### config.mk
export PLATFORM = sky130hd
export DESIGN_NAME = cfgio_top
export DESIGN_NICKNAME = d
export VERILOG_FILES = /design/src/logic/cfgio_top.v /design/src/logic/cfgio_sync.v
export VERILOG_INCLUDE_DIRS = /design/src /design/src/pkg
export SDC_FILE = /design/constraint.sdc
export NUM_CORES = 1
export LEC_CHECK = 0
export BUFFER_PORTS_ARGS = -buffer_cell sky130_fd_sc_hd__buf_4
export CAP_MARGIN = 40
export CORE_MARGIN = 3
export CORE_UTILIZATION = 40
export DETAILED_ROUTE_END_ITERATION = 10
export GPL_TIMING_DRIVEN = 0
export PLACE_DENSITY = 0.62
export SETUP_SLACK_MARGIN = 0.3
export SYNTH_ARGS = -nofsm -noshare
export SYNTH_HDL_FRONTEND = slang
export SYNTH_SLANG_ARGS = --single-unit
### constraint.sdc
create_clock -name clk_i -period 1.8 [get_ports clk_i]
set_input_delay 0.18 -clock clk_i [delete_from_list [all_inputs] [get_ports clk_i]]
set_output_delay 0.18 -clock clk_i [all_outputs]
set_load 0.03 [all_outputs]
### src/pkg/cfgio_consts.vh
// register offsets, field positions, reset values and pin roles of the configurable io port
`ifndef CFGIO_CONSTS_VH
`define CFGIO_CONSTS_VH
// address within the io register space: [4:3] port, [2:0] register
`define CFGIO_ADDR_W 8
`define CFGIO_PORT_A 2'h0
`define CFGIO_PORT_B 2'h1
`define CFGIO_PORT_C 2'h2
`define CFGIO_PORT_D 2'h3
`define CFGIO_REG_DATA_IN 3'h0
`define CFGIO_REG_DATA_OUT 3'h1
`define CFGIO_REG_DIRECTION 3'h2
`define CFGIO_REG_DRIVER 3'h3
`define CFGIO_REG_MODE 3'h4
`define CFGIO_MAP_CTRL_ADDR 8'h20
`define CFGIO_PORT_HI 4
`define CFGIO_PORT_LO 3
`define CFGIO_REG_HI 2
`define CFGIO_REG_LO 0
// memory map control: peripheral buffer enable
`define CFGIO_PERIPH_BIT 7
// reset values
`define CFGIO_RST_BYTE 8'h00
`define CFGIO_RST_D 3'h0
// driver config split for ports a and b
`define CFGIO_OD_HI 7
`define CFGIO_OD_LO 4
`define CFGIO_SLEW_HI 3
`define CFGIO_SLEW_LO 0
// jtag pin roles on port c
`define CFGIO_JTAG_TCK 0
`define CFGIO_JTAG_TMS 1
`define CFGIO_JTAG_TDI 2
`define CFGIO_JTAG_TDO 3
`define CFGIO_JTAG_MASK 8'h0f
// port d pin carrying the address latch strobe
`define CFGIO_STROBE_BIT 0
`endif

### src/logic/cfgio_top.v
// configuration registers and pin data path of four general io ports
//
// Function
// - extra high address bits on port pins captured on the address latch strobe
// - pins used by chip select decode are presented as latched address inputs
// - port a as data bus disables all its general io behaviour
// - peripheral buffer mode active only while map control bit 7 is one
// - peripheral mode relays the mcu data bus through all of port a
// - peripheral buffer tri-stated unless a peripheral select term is asserted
// - port c low four pins also carry jtag, which takes over their drive while enabled
// - config registers read and written by bus cycles at fixed offsets
// - each port register bit controls only the pin of the same index
// - mode, direction and driver registers clear to zero at reset
// - mode bit 0 gives mcu io, 1 address out; ports a, b only
// - direction bit 1 makes output, 0 input; all pins default input
// - ports a, b, c drive when direction bit or enable term is one
// - without an active enable term the direction bit alone decides
// - port d direction register holds only its three low bits
// - driver type bit 1 gives open drain, 0 push-pull
// - slew bit 1 gives fast slew, 0 slow slew
// - driver map: a, b od 7:4 slew 3:0; c all od; d slew 2:0
// - data in reads return live pin levels
// - data out drives enabled pins and reads back
`timescale 1ns/10ps
`include "cfgio_consts.vh"
module cfgio_top (
  input wire clk_i, // 25 MHz system clock
  input wire nrst_i, // synchronous reset, active low
  input wire io_cs_i, // io register space selected
  input wire rd_i, // register read strobe, one cycle
  input wire wr_i, // register write strobe, one cycle
  input wire [7:0] addr_i, // offset in io register space
  input wire [7:0] wdata_i, // register write data
  output reg [7:0] rdata_o, // register read data
  input wire [15:0] mcu_addr_i, // mcu address bus
  input wire addr_hi_sel_i, // port b address out carries a15:8
  input wire data_port_mode_i, // port a used as mcu data bus
  input wire [7:0] periph_wdata_i, // mcu data towards peripherals
  input wire periph_wr_i, // mcu cycle writes to peripheral
  input wire peripheral_select_a_i, // peripheral select term a
  input wire peripheral_select_b_i, // peripheral select term b
  output reg [7:0] periph_rdata_o, // peripheral data towards mcu
  input wire [7:0] oe_term_a_i, // logic array enable terms port a
  input wire [7:0] oe_term_b_i, // logic array enable terms port b
  input wire [7:0] oe_term_c_i, // logic array enable terms port c
  input wire [2:0] oe_term_d_i, // logic array enable terms port d
  input wire [7:0] cs_decode_use_a_i, // port a bits used by decode
  input wire [7:0] cs_decode_use_b_i, // port b bits used by decode
  input wire [7:0] cs_decode_use_c_i, // port c bits used by decode
  input wire [2:0] cs_decode_use_d_i, // port d bits used by decode
  output reg [7:0] addr_in_a_o, // address inputs from port a
  output reg [7:0] addr_in_b_o, // address inputs from port b
  output reg [7:0] addr_in_c_o, // address inputs from port c
  output reg [2:0] addr_in_d_o, // address inputs from port d
  input wire jtag_en_i, // jtag owns port c low pins
  input wire jtag_tdo_i, // jtag serial out
  input wire jtag_tdo_en_i, // jtag serial out enable
  output reg jtag_tck_o, // jtag clock from pin
  output reg jtag_tms_o, // jtag mode select from pin
  output reg jtag_tdi_o, // jtag serial in from pin
  input wire [7:0] pa_i, // port a pin levels
  output reg [7:0] pa_o, // port a pin drive value
  output reg [7:0] pa_oe_n_o, // port a enable, low drives
  input wire [7:0] pb_i, // port b pin levels
  output reg [7:0] pb_o, // port b pin drive value
  output reg [7:0] pb_oe_n_o, // port b enable, low drives
  input wire [7:0] pc_i, // port c pin levels
  output reg [7:0] pc_o, // port c pin drive value
  output reg [7:0] pc_oe_n_o, // port c enable, low drives
  input wire [2:0] pd_i, // port d pin levels
  output reg [2:0] pd_o, // port d pin drive value
  output reg [2:0] pd_oe_n_o, // port d enable, low drives
  output reg [3:0] slew_fast_a_o, // port a 3:0 fast slew
  output reg [3:0] slew_fast_b_o, // port b 3:0 fast slew
  output reg [2:0] slew_fast_d_o // port d 2:0 fast slew
);
  // configuration and data out registers
  reg [7:0] mode_a_reg;
  reg [7:0] mode_b_reg;
  reg [7:0] dir_a_reg;
  reg [7:0] dir_b_reg;
  reg [7:0] dir_c_reg;
  reg [2:0] dir_d_reg;
  reg [7:0] drv_a_reg;
  reg [7:0] drv_b_reg;
  reg [7:0] drv_c_reg;
  reg [2:0] drv_d_reg;
  reg [7:0] dout_a_reg;
  reg [7:0] dout_b_reg;
  reg [7:0] dout_c_reg;
  reg [2:0] dout_d_reg;
  reg [7:0] map_ctrl_reg;
  // input latch cells and latched address
  reg [7:0] ilc_a_reg;
  reg [7:0] ilc_b_reg;
  reg [7:0] ilc_c_reg;
  reg [2:0] ilc_d_reg;
  reg [15:0] addr_lat_reg;
  reg strobe_dly_reg;

  wire [26:0] pins_sync;
  wire [7:0] pa_s;
  wire [7:0] pb_s;
  wire [7:0] pc_s;
  wire [2:0] pd_s;
  wire strobe_rise;
  wire [1:0] sel_port;
  wire [2:0] sel_reg;
  wire wr_hit;
  wire periph_on;
  wire periph_sel;

  cfgio_sync #(
    .W(27)
  ) u_pin_sync (
    .clk_i(clk_i),
    .nrst_i(nrst_i),
    .async_i({pd_i, pc_i, pb_i, pa_i}),
    .sync_o(pins_sync)
  );

  assign pa_s = pins_sync[7:0];
  assign pb_s = pins_sync[15:8];
  assign pc_s = pins_sync[23:16];
  assign pd_s = pins_sync[26:24];
  assign strobe_rise = pd_s[`CFGIO_STROBE_BIT] & ~strobe_dly_reg;

  assign sel_port = addr_i[`CFGIO_PORT_HI:`CFGIO_PORT_LO];
  assign sel_reg = addr_i[`CFGIO_REG_HI:`CFGIO_REG_LO];
  assign wr_hit = io_cs_i & wr_i & (addr_i[7:5] == 3'h0);
  assign periph_on = map_ctrl_reg[`CFGIO_PERIPH_BIT] & ~data_port_mode_i;
  assign periph_sel = peripheral_select_a_i | peripheral_select_b_i;

  // active low enable per bit; open drain bits only ever pull low
  function [7:0] oe_n_f;
    input [7:0] en;
    input [7:0] od;
    input [7:0] val;
    begin
      oe_n_f = ~(en & (~od | ~val));
    end
  endfunction

  // open drain bits hold the drive value low so release means high-z
  function [7:0] val_f;
    input [7:0] od;
    input [7:0] val;
    begin
      val_f = val & ~od;
    end
  endfunction

  // byte read decode for one port block
  function [7:0] rd_port_f;
    input [2:0] r;
    input [7:0] din;
    input [7:0] dout;
    input [7:0] dir;
    input [7:0] drv;
    input [7:0] mode;
    begin
      case (r)
        `CFGIO_REG_DATA_IN: rd_port_f = din;
        `CFGIO_REG_DATA_OUT: rd_port_f = dout;
        `CFGIO_REG_DIRECTION: rd_port_f = dir;
        `CFGIO_REG_DRIVER: rd_port_f = drv;
        `CFGIO_REG_MODE: rd_port_f = mode;
        default: rd_port_f = 8'h00;
      endcase
    end
  endfunction

  // register writes, latch cells and strobe edge
  always @(posedge clk_i) begin
    if (!nrst_i) begin
      mode_a_reg <= `CFGIO_RST_BYTE;
      mode_b_reg <= `CFGIO_RST_BYTE;
      dir_a_reg <= `CFGIO_RST_BYTE;
      dir_b_reg <= `CFGIO_RST_BYTE;
      dir_c_reg <= `CFGIO_RST_BYTE;
      dir_d_reg <= `CFGIO_RST_D;
      drv_a_reg <= `CFGIO_RST_BYTE;
      drv_b_reg <= `CFGIO_RST_BYTE;
      drv_c_reg <= `CFGIO_RST_BYTE;
      drv_d_reg <= `CFGIO_RST_D;
      dout_a_reg <= `CFGIO_RST_BYTE;
      dout_b_reg <= `CFGIO_RST_BYTE;
      dout_c_reg <= `CFGIO_RST_BYTE;
      dout_d_reg <= `CFGIO_RST_D;
      map_ctrl_reg <= `CFGIO_RST_BYTE;
      ilc_a_reg <= `CFGIO_RST_BYTE;
      ilc_b_reg <= `CFGIO_RST_BYTE;
      ilc_c_reg <= `CFGIO_RST_BYTE;
      ilc_d_reg <= `CFGIO_RST_D;
      addr_lat_reg <= 16'h0000;
      strobe_dly_reg <= 1'b0;
    end else begin
      strobe_dly_reg <= pd_s[`CFGIO_STROBE_BIT];
      if (strobe_rise) begin
        ilc_a_reg <= pa_s;
        ilc_b_reg <= pb_s;
        ilc_c_reg <= pc_s;
        ilc_d_reg <= pd_s;
        addr_lat_reg <= mcu_addr_i;
      end
      if (io_cs_i & wr_i & (addr_i == `CFGIO_MAP_CTRL_ADDR)) begin
        map_ctrl_reg <= wdata_i;
      end
      // port a registers frozen while it serves as the data bus
      if (wr_hit & (sel_port == `CFGIO_PORT_A) & ~data_port_mode_i) begin
        case (sel_reg)
          `CFGIO_REG_DATA_OUT: dout_a_reg <= wdata_i;
          `CFGIO_REG_DIRECTION: dir_a_reg <= wdata_i;
          `CFGIO_REG_DRIVER: drv_a_reg <= wdata_i;
          `CFGIO_REG_MODE: mode_a_reg <= wdata_i;
          default: ;
        endcase
      end
      if (wr_hit & (sel_port == `CFGIO_PORT_B)) begin
        case (sel_reg)
          `CFGIO_REG_DATA_OUT: dout_b_reg <= wdata_i;
          `CFGIO_REG_DIRECTION: dir_b_reg <= wdata_i;
          `CFGIO_REG_DRIVER: drv_b_reg <= wdata_i;
          `CFGIO_REG_MODE: mode_b_reg <= wdata_i;
          default: ;
        endcase
      end
      if (wr_hit & (sel_port == `CFGIO_PORT_C)) begin
        case (sel_reg)
          `CFGIO_REG_DATA_OUT: dout_c_reg <= wdata_i;
          `CFGIO_REG_DIRECTION: dir_c_reg <= wdata_i;
          `CFGIO_REG_DRIVER: drv_c_reg <= wdata_i;
          default: ;
        endcase
      end
      if (wr_hit & (sel_port == `CFGIO_PORT_D)) begin
        case (sel_reg)
          `CFGIO_REG_DATA_OUT: dout_d_reg <= wdata_i[2:0];
          `CFGIO_REG_DIRECTION: dir_d_reg <= wdata_i[2:0];
          `CFGIO_REG_DRIVER: drv_d_reg <= wdata_i[2:0];
          default: ;
        endcase
      end
    end
  end

  // register read path
  reg [7:0] rdata_next;
  always @* begin
    rdata_next = 8'h00;
    if (addr_i == `CFGIO_MAP_CTRL_ADDR) begin
      rdata_next = map_ctrl_reg;
    end else if (addr_i[7:5] == 3'h0) begin
      case (sel_port)
        `CFGIO_PORT_A: begin
          if (!data_port_mode_i) begin
            rdata_next = rd_port_f(sel_reg, pa_s, dout_a_reg, dir_a_reg, drv_a_reg,
              mode_a_reg);
          end
        end
        `CFGIO_PORT_B: rdata_next = rd_port_f(sel_reg, pb_s, dout_b_reg, dir_b_reg,
          drv_b_reg, mode_b_reg);
        `CFGIO_PORT_C: rdata_next = rd_port_f(sel_reg, pc_s, dout_c_reg, dir_c_reg,
          drv_c_reg, 8'h00);
        `CFGIO_PORT_D: rdata_next = rd_port_f(sel_reg, {5'h00, pd_s}, {5'h00, dout_d_reg},
          {5'h00, dir_d_reg}, {5'h00, drv_d_reg}, 8'h00);
        default: rdata_next = 8'h00;
      endcase
    end
  end

  // pin drive computation
  reg [7:0] en_a;
  reg [7:0] val_a;
  reg [7:0] od_a;
  reg [7:0] en_b;
  reg [7:0] val_b;
  reg [7:0] en_c;
  reg [7:0] val_c;
  reg [2:0] en_d;
  reg [7:0] addr_b_src;
  always @* begin
    // bitwise or keeps each pin tied to its own bit index
    en_a = dir_a_reg | oe_term_a_i;
    val_a = (mode_a_reg & addr_lat_reg[7:0]) | (~mode_a_reg & dout_a_reg);
    od_a = {drv_a_reg[`CFGIO_OD_HI:`CFGIO_OD_LO], 4'h0};
    if (data_port_mode_i) begin
      en_a = 8'h00;
      val_a = 8'h00;
    end else if (periph_on) begin
      // buffer direction follows the mcu cycle, released when unselected
      en_a = {8{periph_sel & periph_wr_i}};
      val_a = periph_wdata_i;
      od_a = 8'h00;
    end
    addr_b_src = addr_hi_sel_i ? addr_lat_reg[15:8] : addr_lat_reg[7:0];
    en_b = dir_b_reg | oe_term_b_i;
    val_b = (mode_b_reg & addr_b_src) | (~mode_b_reg & dout_b_reg);
    en_c = dir_c_reg | oe_term_c_i;
    val_c = dout_c_reg;
    if (jtag_en_i) begin
      // jtag takes the low pins; tdo drives only when the tap enables it
      en_c = (en_c & ~`CFGIO_JTAG_MASK) |
        ({7'h00, jtag_tdo_en_i} << `CFGIO_JTAG_TDO);
      val_c = (val_c & ~`CFGIO_JTAG_MASK) | ({7'h00, jtag_tdo_i} << `CFGIO_JTAG_TDO);
    end
    en_d = dir_d_reg | oe_term_d_i;
  end

  // registered pin outputs
  always @(posedge clk_i) begin
    if (!nrst_i) begin
      pa_o <= 8'h00;
      pa_oe_n_o <= 8'hff;
      pb_o <= 8'h00;
      pb_oe_n_o <= 8'hff;
      pc_o <= 8'h00;
      pc_oe_n_o <= 8'hff;
      pd_o <= 3'h0;
      pd_oe_n_o <= 3'h7;
      slew_fast_a_o <= 4'h0;
      slew_fast_b_o <= 4'h0;
      slew_fast_d_o <= 3'h0;
      rdata_o <= 8'h00;
      periph_rdata_o <= 8'h00;
      addr_in_a_o <= 8'h00;
      addr_in_b_o <= 8'h00;
      addr_in_c_o <= 8'h00;
      addr_in_d_o <= 3'h0;
      jtag_tck_o <= 1'b0;
      jtag_tms_o <= 1'b0;
      jtag_tdi_o <= 1'b0;
    end else begin
      pa_o <= val_f(od_a, val_a);
      pa_oe_n_o <= oe_n_f(en_a, od_a, val_a);
      pb_o <= val_f({drv_b_reg[`CFGIO_OD_HI:`CFGIO_OD_LO], 4'h0}, val_b);
      pb_oe_n_o <= oe_n_f(en_b, {drv_b_reg[`CFGIO_OD_HI:`CFGIO_OD_LO], 4'h0}, val_b);
      pc_o <= val_f(drv_c_reg, val_c);
      pc_oe_n_o <= oe_n_f(en_c, drv_c_reg, val_c);
      pd_o <= dout_d_reg;
      pd_oe_n_o <= ~en_d;
      slew_fast_a_o <= data_port_mode_i ? 4'h0 : drv_a_reg[`CFGIO_SLEW_HI:`CFGIO_SLEW_LO];
      slew_fast_b_o <= drv_b_reg[`CFGIO_SLEW_HI:`CFGIO_SLEW_LO];
      slew_fast_d_o <= drv_d_reg;
      if (io_cs_i & rd_i) begin
        rdata_o <= rdata_next;
      end
      // peripheral reads hand port a levels back toward the mcu
      if (periph_on & periph_sel & ~periph_wr_i) begin
        periph_rdata_o <= pa_s;
      end
      // decode inputs see the strobe-latched value, others see the live pin
      addr_in_a_o <= (cs_decode_use_a_i & ilc_a_reg) | (~cs_decode_use_a_i & pa_s);
      addr_in_b_o <= (cs_decode_use_b_i & ilc_b_reg) | (~cs_decode_use_b_i & pb_s);
      addr_in_c_o <= (cs_decode_use_c_i & ilc_c_reg) | (~cs_decode_use_c_i & pc_s);
      addr_in_d_o <= (cs_decode_use_d_i & ilc_d_reg) | (~cs_decode_use_d_i & pd_s);
      jtag_tck_o <= jtag_en_i & pc_s[`CFGIO_JTAG_TCK];
      jtag_tms_o <= jtag_en_i & pc_s[`CFGIO_JTAG_TMS];
      jtag_tdi_o <= jtag_en_i & pc_s[`CFGIO_JTAG_TDI];
    end
  end
endmodule

### src/logic/cfgio_sync.v
// two flip-flop synchroniser for asynchronous pin inputs
`timescale 1ns/10ps
module cfgio_sync #(
  parameter W = 8
) (
  input wire clk_i, // system clock
  input wire nrst_i, // synchronous reset, active low
  input wire [W-1:0] async_i, // raw pin levels
  output reg [W-1:0] sync_o // synchronised levels
);
  reg [W-1:0] meta_reg;

  // first stage feeds only the second stage
  always @(posedge clk_i) begin
    if (!nrst_i) begin
      meta_reg <= {W{1'b0}};
      sync_o <= {W{1'b0}};
    end else begin
      meta_reg <= async_i;
      sync_o <= meta_reg;
    end
  end
endmodule

# After elaboration in Yosys (flattened, before gate mapping)
# Cells that the tools add are included.
dict set report word_totals {
  ff_bits 314
  latch_bits 0
  ram_bits 0
  mem_bits_ro 0
  inputBits 134
  out_inout_bits 111
  elab_cells 157
  n_memories 0
}
dict set report op_classes {
  n_addsub 0
  mul 0
  div_mod_pow 0
  magnitude_cmp 0
  eq_ne 8
  shifts 0
  muxes 17
  bitwise_logic 71
  reduce_logical 18
}
# op n
set ops {}
lappend ops {{8-bit AND} 16}
lappend ops {{8-bit inverter} 14}
lappend ops {{8-bit 2-to-1 mux} 12}
lappend ops {{8-bit bitwise OR} 11}
lappend ops {{8-bit case mux with 5 select lines} 2}
lappend ops {{8-bit case mux with 4 select lines} 2}
lappend ops {{2-bit AND reduction} 14}
lappend ops {{1-bit AND} 17}
lappend ops {{8-bit by 4-bit bitwise OR with 8-bit output} 2}
lappend ops {{3-bit case mux with 4 select lines} 1}
lappend ops {{8-bit by 6-bit == test with 1-bit output (second input constant)} 1}
lappend ops {{3-bit AND} 2}
lappend ops {{3-bit by 2-bit == test with 1-bit output (second input constant)} 2}
lappend ops {{3-bit zero test} 2}
lappend ops {{3-bit inverter} 2}
lappend ops {{3-bit bitwise OR} 2}
lappend ops {{2-bit == test (second input constant)} 2}
lappend ops {{1-bit inverter} 4}
lappend ops {{3-bit by 1-bit == test with 1-bit output (second input constant)} 1}
lappend ops {{3-bit == test (second input constant)} 1}
lappend ops {{2-bit by 1-bit == test with 1-bit output (second input constant)} 1}
lappend ops {{2-bit zero test} 1}
lappend ops {{2-bit OR reduction} 1}
lappend ops {{1-bit bitwise OR} 1}

# Depth between registers and ports, before layout
# Gate-level depths: netlist of run 1.
dict set report logic_depth {
  depth_word 9
  depth_mapped 8
  ltp_nobuf 5
}

# By module
# From an unflattened synthesis of run 1, not the netlist that was laid out.
dict set report unflattened {
  cells_unflattened 1239
  area_unflattened_um2 12408.2
}
# module instances cells_per_inst area_per_inst_um2 seq_area_each_um2
set modules_own_cells {}
lappend modules_own_cells {cfgio_top 1 1126 10896.7 5205.0}
lappend modules_own_cells {cfgio_sync 1 113 1511.4 1081.0}

# Least setup slack after synthesis of run 1
# Ideal clock, no wire load.
dict set report synth_timing {
  path_type {input -> register}
  from {input port addr_i[0]}
  to {register rdata_o[4]}
  setup_time_ns 0.115
  arrival_time_ns 1.594
  slack_ns 0.091
  stages 6
  path_buffers 2
  path_cell_list {buf_2 > buf_2 > mux4_2 > a22oi_1 > nand2_1 > o21a_1}
}
dict set report synth_via {
  elab_chain_cells 6
}
# element line_no
set synth_lines {}
lappend synth_lines {{start, declared} cfgio_top.v:32} ;# input wire [7:0] addr_i,
lappend synth_lines {{3-bit == test (tied with other cells)} cfgio_top.v:162} ;# case (r)
lappend synth_lines {{8-bit case mux with 5 select lines} cfgio_top.v:162}
lappend synth_lines {{8-bit 2-to-1 mux} cfgio_top.v:256} ;# if (!data_port_mode_i) begin
lappend synth_lines {{8-bit case mux with 4 select lines} cfgio_top.v:254} ;# case (sel_port)
lappend synth_lines {{8-bit 2-to-1 mux} cfgio_top.v:253} ;# end else if (addr_i[7:5] == 3'h0) begin
lappend synth_lines {{8-bit 2-to-1 mux *} cfgio_top.v:251} ;# if (addr_i == `CFGIO_MAP_CTRL_ADDR) begin
lappend synth_lines {{end signal, assigned} cfgio_top.v:346} ;# rdata_o <= rdata_next;
lappend synth_lines {{end, declared} cfgio_top.v:34} ;# output reg [7:0] rdata_o,
# Every way passes the cells marked *; elsewhere a longest branch is shown, timed or not.
# A chain may end at the register's enable or synchronous reset.

# Worst setup path after layout of run 1
dict set report layout_timing {
  from {register u_pin_sync.sync_o[10]}
  to {register rdata_o[2]}
}
dict set report layout_via {
  elab_chain_cells 4
}
# element line_no
set layout_lines {}
lappend layout_lines {{start, declared} cfgio_sync.v:9} ;# output reg [W-1:0] sync_o
lappend layout_lines {{start signal, assigned} cfgio_sync.v:17} ;# sync_o <= {W{1'b0}};
lappend layout_lines {{start signal, assigned} cfgio_sync.v:20} ;# sync_o <= meta_reg;
lappend layout_lines {{8-bit case mux with 5 select lines} cfgio_top.v:162}
lappend layout_lines {{8-bit case mux with 4 select lines} cfgio_top.v:254}
lappend layout_lines {{8-bit 2-to-1 mux} cfgio_top.v:253}
lappend layout_lines {{8-bit 2-to-1 mux} cfgio_top.v:251}
# No other way between the ends.

==> results of run 1 <==
==> worst max-delay path: cells and delay by family (launching register included) <==
kind,cells,cell delay [ns]
AOI/OAI and AO/OA,3,0.63
muxes,1,0.22
DFF,1,0.37
and+or+nand+nor,1,0.17
==> final timing paths <==
path	startpoint	endpoint	slack (ns)	cells after the start
worst max-delay path	u_pin_sync.sync_o[10]	rdata_o[2]	0.30	5
worst min-delay path	oe_term_a_i[7]	pa_oe_n_o[7]	0.02	4
worst max register to register	u_pin_sync.sync_o[10]	rdata_o[2]	0.30	5
worst min register to register	u_pin_sync.meta_reg[18]	u_pin_sync.sync_o[18]	0.43	1
==> final cells by class <==
type / count / area, um^2 / area share [%]
repair buffers: 353 / 2960 / 17.1
multi-input cells: 822 / 5920 / 34.3
inverters: 7 / 26.3 / 0.152
flip-flops and latches: 314 / 6290 / 36.4
plain buffers: 82 / 442 / 2.56
clock inverters: 10 / 120 / 0.695
well taps: 390 / 488 / 2.82
clock buffers: 50 / 1030 / 5.98
==> cell usage in the layout, fill, tap and decap left out, types with 6 or more instances in the layout <==
cell           synthesis  routed
clkbuf_8               0      11
o21ai_0               37      37
buf_4                  1     245
and3_1                12      12
a22oi_1               11       8
a21oi_1               12      12
buf_6                  2       7
nor3b_1                8       8
dfxtp_1              314     308
dlygate4sd3_1          0     105
buf_2                 13       7
o2bb2ai_1              7       7
mux2_2                22      22
clkbuf_2               0      16
inv_1                  6       6
mux2i_1              161     159
and2_1                70      70
nand3_1               19      16
nand2_1              142     142
nor2_1                30      28
o211ai_1               8       8
nor2b_1              132     130
clkbuf_1              64      47
dfxtp_2                0       6
clkbuf_16              0      36
a21boi_0              58      58
==> kinds of logic (layout without fill, tap and decap cells) <==
kind of cell,after synthesis,in the layout,synth area share (%)
AOI/OAI and AO/OA,174,174,9.92
and+or+nand+nor,460,460,20.6
buffers and inverters,90,502,3.00
DFF,314,314,50.6
muxes,188,188,15.9
==> stage by stage <==
stage	worst slack, ns	TNS (ns)	hold slack [ns]
global route	0.270	0	0.0233
global placement	-1.09	-101.92	0.363
floorplan	0.172	0	0.280
CTS	0.301	0	0.00263
detailed placement	-1.10	-112.00	0.368
finish	0.305	0	0.0170
==> power by group <==
part | total, mW | switching, mW | internal, mW
sequential | 7.17 | 0.0901 | 7.08
combinational | 1.36 | 0.700 | 0.661
clock | 7.13 | 2.84 | 4.29
total | 15.7 | 3.63 | 12.0
==> cell usage after synthesis (7+ instances only) <==
library cell | count | share of area, %
nor2_1 | 30 | 0.91
mux2_2 | 22 | 2.0
and3_1 | 12 | 0.60
buf_2 | 13 | 0.52
and2_1 | 70 | 3.5
nand2_1 | 142 | 4.3
o21ai_0 | 37 | 1.5
a21boi_0 | 58 | 3.5
o2bb2ai_1 | 7 | 0.49
nand3_1 | 19 | 0.77
a22oi_1 | 11 | 0.66
nor3b_1 | 8 | 0.48
o211ai_1 | 8 | 0.48
dfxtp_1 | 314 | 51
nor2b_1 | 132 | 6.6
a21oi_1 | 12 | 0.48
clkbuf_1 | 64 | 1.9
mux2i_1 | 161 | 13
nand2b_1 | 7 | 0.35
==> per-layer routing <==
layer  vias up  global-route usage [%]
li1       5000                       -
met3        79                    5.72
met4         0                    6.89
met2       391                    41.9
met1      5014                    33.6
met5         -                       0
==> what timing repair did <==
item,4_1_cts,5_1_grt
setup endpoints to repair,262,103
buffers inserted,3,2
resized for setup,32,28
endpoints found under the hold margin,109,1
pin swaps,4,5
hold buffers,104,1
==> flow_summary.ini, run 1 <==
[logic_synthesis]
synth-edff-count = 0
ys_seq_area_share_pct = 50.6
syn_avg_cell_area_um2 = 10.1
synthFlopType = dfxtp_1
synth.distinct_cells = 60
syn_nets = 1360
syn_inst = 1226
synth_seq_cells = 314
synthesis.area_um2 = 12400
async_flop_share_pct = 0
ys.warnings.count = 0

[finish]
area_delta_synth_final_pct = 39.2
final_core_util_pct = 57.4
fin_area_um2 = 17300
fin_nets = 1749
stdcell_count = 2028
n_antenna_cell = 0
drive_gt1_share_pct = 24.8
fill_cells = 2688

[timing]
rsz0062_at_grt = true
max_freq_ghz = 0.669
relSlewSlack_pct = 46.7
fin_crit_ns = 1.50
min_period_over_period_pct = 83.1
final-max-slew-violation-count = 0
worstMarginPinSlew_ns = 0.800
setup-violations-final = 0
fin_skew_ns = 0.0160
final_hold_viol_count = 0

[floorplanning]
dieHeight_um = 182
io_pins = 245
dieArea_um2 = 33200
die_w_um = 182
fp-row-count = 63
start_util_pct = 41.3
core_area_um2 = 30100

[clock_tree]
clk_latency_ns = 0.52
clk_pin_slew_ns = 0.06
clockBufferDepth = 3
cts-root-buf = clkbuf_16
cts-buffers-inserted = 35
clkSinkCount = 314
cts_tree = done
htree_levels = 2

[setup_path]
cp-start-kind = flop
worst_path_max_delay_cell = dfxtp_1
criticalPathCategory = flop to flop
cp-end-kind = flop
critPathMaxStageDelay_ns = 0.37
cp.required_ns = 2.21
crit_chain = mux2i_2 -> o22ai_2 -> a221oi_1 -> nand4_1 -> a32o_1
cp.arrival_ns = 1.90
crit_path_max_fanout = 3

[status]
status = completed

[grt]
globalRouteTotalUtil_pct = 25.4
grt_pass1_wl_um = 64200
grt_max_degree = 14
grt_pass1_vias = 10441
grt_overflow = 0
antenna_found_initial = 1

[power_and_ir_drop]
p_leak_nw = 7.06
max-vdd-ir-drop_mv = 0.609
finalPower_mw = 15.7
p_per_area_nw_per_um2 = 906

[route]
vias_per_cell = 5.17
firstDrtPassIters = 5
drt-met1-wl_um = 18500
maxUsedRoutingLayer = met4
wl_met2_um = 20100
ant_nets = 0
drc = 0
vias = 10484
routed_wl_um = 43200
routedWlPerCell_um = 21.3
drt_iter0_drc = 910
wl_met3_um = 3370

[place]
port_buffers = 241
hpwl_um = 31900
gp_congestion = 0.977
placed_area_um2 = 14800
dp_cells = 1859

[min_path]
min_path_type = input pin to flop

[flow_run]
maxCapViolCount = 0
Power figures use the tool's default switching activity.
==> inputs of run 2 (changes only) <==
--- a/config.mk
+++ b/config.mk
@@ -12,7 +12,7 @@
 export CORE_UTILIZATION = 40
 export DETAILED_ROUTE_END_ITERATION = 10
 export GPL_TIMING_DRIVEN = 0
-export PLACE_DENSITY = 0.62
+export PLACE_DENSITY = 0.6
 export SETUP_SLACK_MARGIN = 0.3
 export SYNTH_ARGS = -nofsm -noshare
 export SYNTH_HDL_FRONTEND = slang
==> constraint.sdc (replaced) <==
create_clock -name clk_i -period 1.45 [get_ports clk_i]
set_input_delay 0.145 -clock clk_i [delete_from_list [all_inputs] [get_ports clk_i]]
set_output_delay 0.145 -clock clk_i [all_outputs]
set_load 0.03 [all_outputs]
==> flow_summary.ini, run 2 (same netlist as run 1, synthesis figures left out) <==
[finish]
register_area_um2 = 6420
final_core_util_pct = 63.8
area_delta_synth_final_pct = 54.6
final_cell_mix = dfxtp_1 (231), buf_4 (197), mux2i_1 (154), nor2b_1 (127), dlygate4sd3_1 (113)
fin_nets = 1817
n_antenna_cell = 0
drive_gt1_share_pct = 38.9
fill_cells = 2474
multi_input_area_um2 = 6460
mostFrequentLayoutCell = dfxtp_1

[floorplanning]
dieHeight_um = 182
start_util_pct = 41.3
core_area_um2 = 30100
die_w_um = 182
fp-row-count = 63
dieArea_um2 = 33200
io_pins = 245

[min_path]
hold_path.startpoint = data_port_mode_i
hold_end = pa_o[7]
holdPathStages = 3
min_path_type = input pin to flop

[timing]
rsz0062_at_grt = true
final_hold_viol_count = 0
setup-violations-final = 1
worstMarginPinSlew_ns = 0.906
holdWs_ns = 0.0328
max_freq_ghz = 0.675
relSlewSlack_pct = 39.6
fin_ws_ns = -0.0324
min_period_over_period_pct = 102
final-max-slew-violation-count = 0
fin_skew_ns = 0.0185
fin_crit_ns = 1.48

[route]
firstDrtPassIters = 7
ant_nets = 0
drt_iter0_drc = 596
vias_per_cell = 5.21
routed_wl_um = 46400
routedWlPerCell_um = 22.1
drc = 0
vias = 10937

[status]
violations = negative setup slack
status = complete, but fails checks

[power_and_ir_drop]
p_leak_nw = 8.03
max-vdd-ir-drop_mv = 0.789
p_per_area_nw_per_um2 = 1020

[setup_path]
cp.required_ns = 1.86
cp.arrival_ns = 1.89
worstSetupStartpoint = u_pin_sync.sync_o[11]
crit_path_max_fanout = 3
crit_chain = mux2_4 -> a221oi_4 -> nor4b_2 -> a211oi_1 -> o21ai_1
cp-start-kind = flop
worst_path_max_delay_cell = dfxtp_4
ff2ff_path_depth = 5
criticalPathCategory = flop to flop
reg2reg_to = rdata_o[3]
critPathMaxStageDelay_ns = 0.37
r2r_slack_ns = -0.03
cp-end-kind = flop
path_delay_family = compound AO/OA/AOI/OAI gates
worst-path-buf-inv = 0
r2r-start = u_pin_sync.sync_o[11]

[clock_tree]
cts_tree = done
clk_pin_slew_ns = 0.06
clkSinkCount = 314
htree_levels = 2
clockBufferDepth = 3
cts-buffers-inserted = 35
clk_latency_ns = 0.52
cts-root-buf = clkbuf_16

[grt]
antenna_found_initial = 0
grt_max_degree = 14
grt_pass1_wl_um = 66800
globalRouteTotalUtil_pct = 26.6
grt_pass1_vias = 10822
grt_overflow = 0

[place]
hpwl_um = 32000
port_buffers = 241
gp_congestion = 0.921

[flow_run]
maxCapViolCount = 0
[run 2: cell types whose count changed in the layout (fill, tap and decap cells not counted), sizes merged]
cell / delta
clkinv: +7
bufinv: -1
dlygate4sd3: +8
clkinvlp: -2
clkbuf: -6
buf: +65
[run 2: layer usage]
layer / part of all wire [%] / vias up / GRT usage, %
li1: - / 5143 / -
met1: 42 / 5332 / 33.8
met2: 48 / 377 / 44.7
met3: 7.2 / 85 / 6.66
met4: 2.9 / 0 / 8.01
met5: 0 / - / 0
[run 2: power breakdown]
part | total (mW) | internal [mW] | switching (mW)
clock | 8.66 | 5.06 | 3.60
combinational | 1.98 | 1.00 | 0.981
sequential | 8.90 | 8.78 | 0.119
[run 2: worst register-to-register path: stages, from the launching register on]
cell and delay (ns):
dfxtp_4 0.37, mux2_4 0.29, a221oi_4 0.30, nor4b_2 0.08, a211oi_1 0.24, o21ai_1 0.09
[run 2: worst max path at each step]
stage / end / slack (ns) / cells after the start
CTS: rdata_o[3] / -0.03 / 5
global placement: rdata_o[7] / -1.02 / 6
floorplan: dir_a_reg[3] / -0.14 / 5
global route: rdata_o[3] / -0.06 / 5
finish: rdata_o[3] / -0.03 / 5
detailed placement: rdata_o[7] / -0.98 / 6
[run 2: final cells by class]
cell class,count,share of cell area (%)
Timing Repair Buffer,420,20.8
Sequential cell,314,33.4
Buffer,83,3.62
Clock inverter,14,0.573
Inverter,7,0.143
Multi-Input combinational cell,822,33.6
Tap cell,390,2.54
Clock buffer,49,5.26
[run 2: repair_timing]
action / CTS / global route
hold buffers: 113 / 0
pin swaps: 41 / 63
hold endpoints to repair: 128 / 0
gates resized for setup: 233 / 257
setup endpoints to repair: 350 / 258
setup buffers: 42 / 16
cloned: 1 / 4
[run 2: stage by stage]
stage                     cell area, um^2  cells  power [mW]  setup TNS [ns]  setup slack [ns]
after floorplan                     12700   1226        9.77           -3.33            -0.142
after global placement              15000   1857        10.5         -175.94             -1.02
after detailed placement            15000   1860        10.5         -170.91            -0.985
after CTS                           18300   2079        19.5         -0.0252           -0.0252
after global routing                19200   2099        20.2         -0.0571           -0.0554
final                               19200   2099        19.5         -0.0324           -0.0324
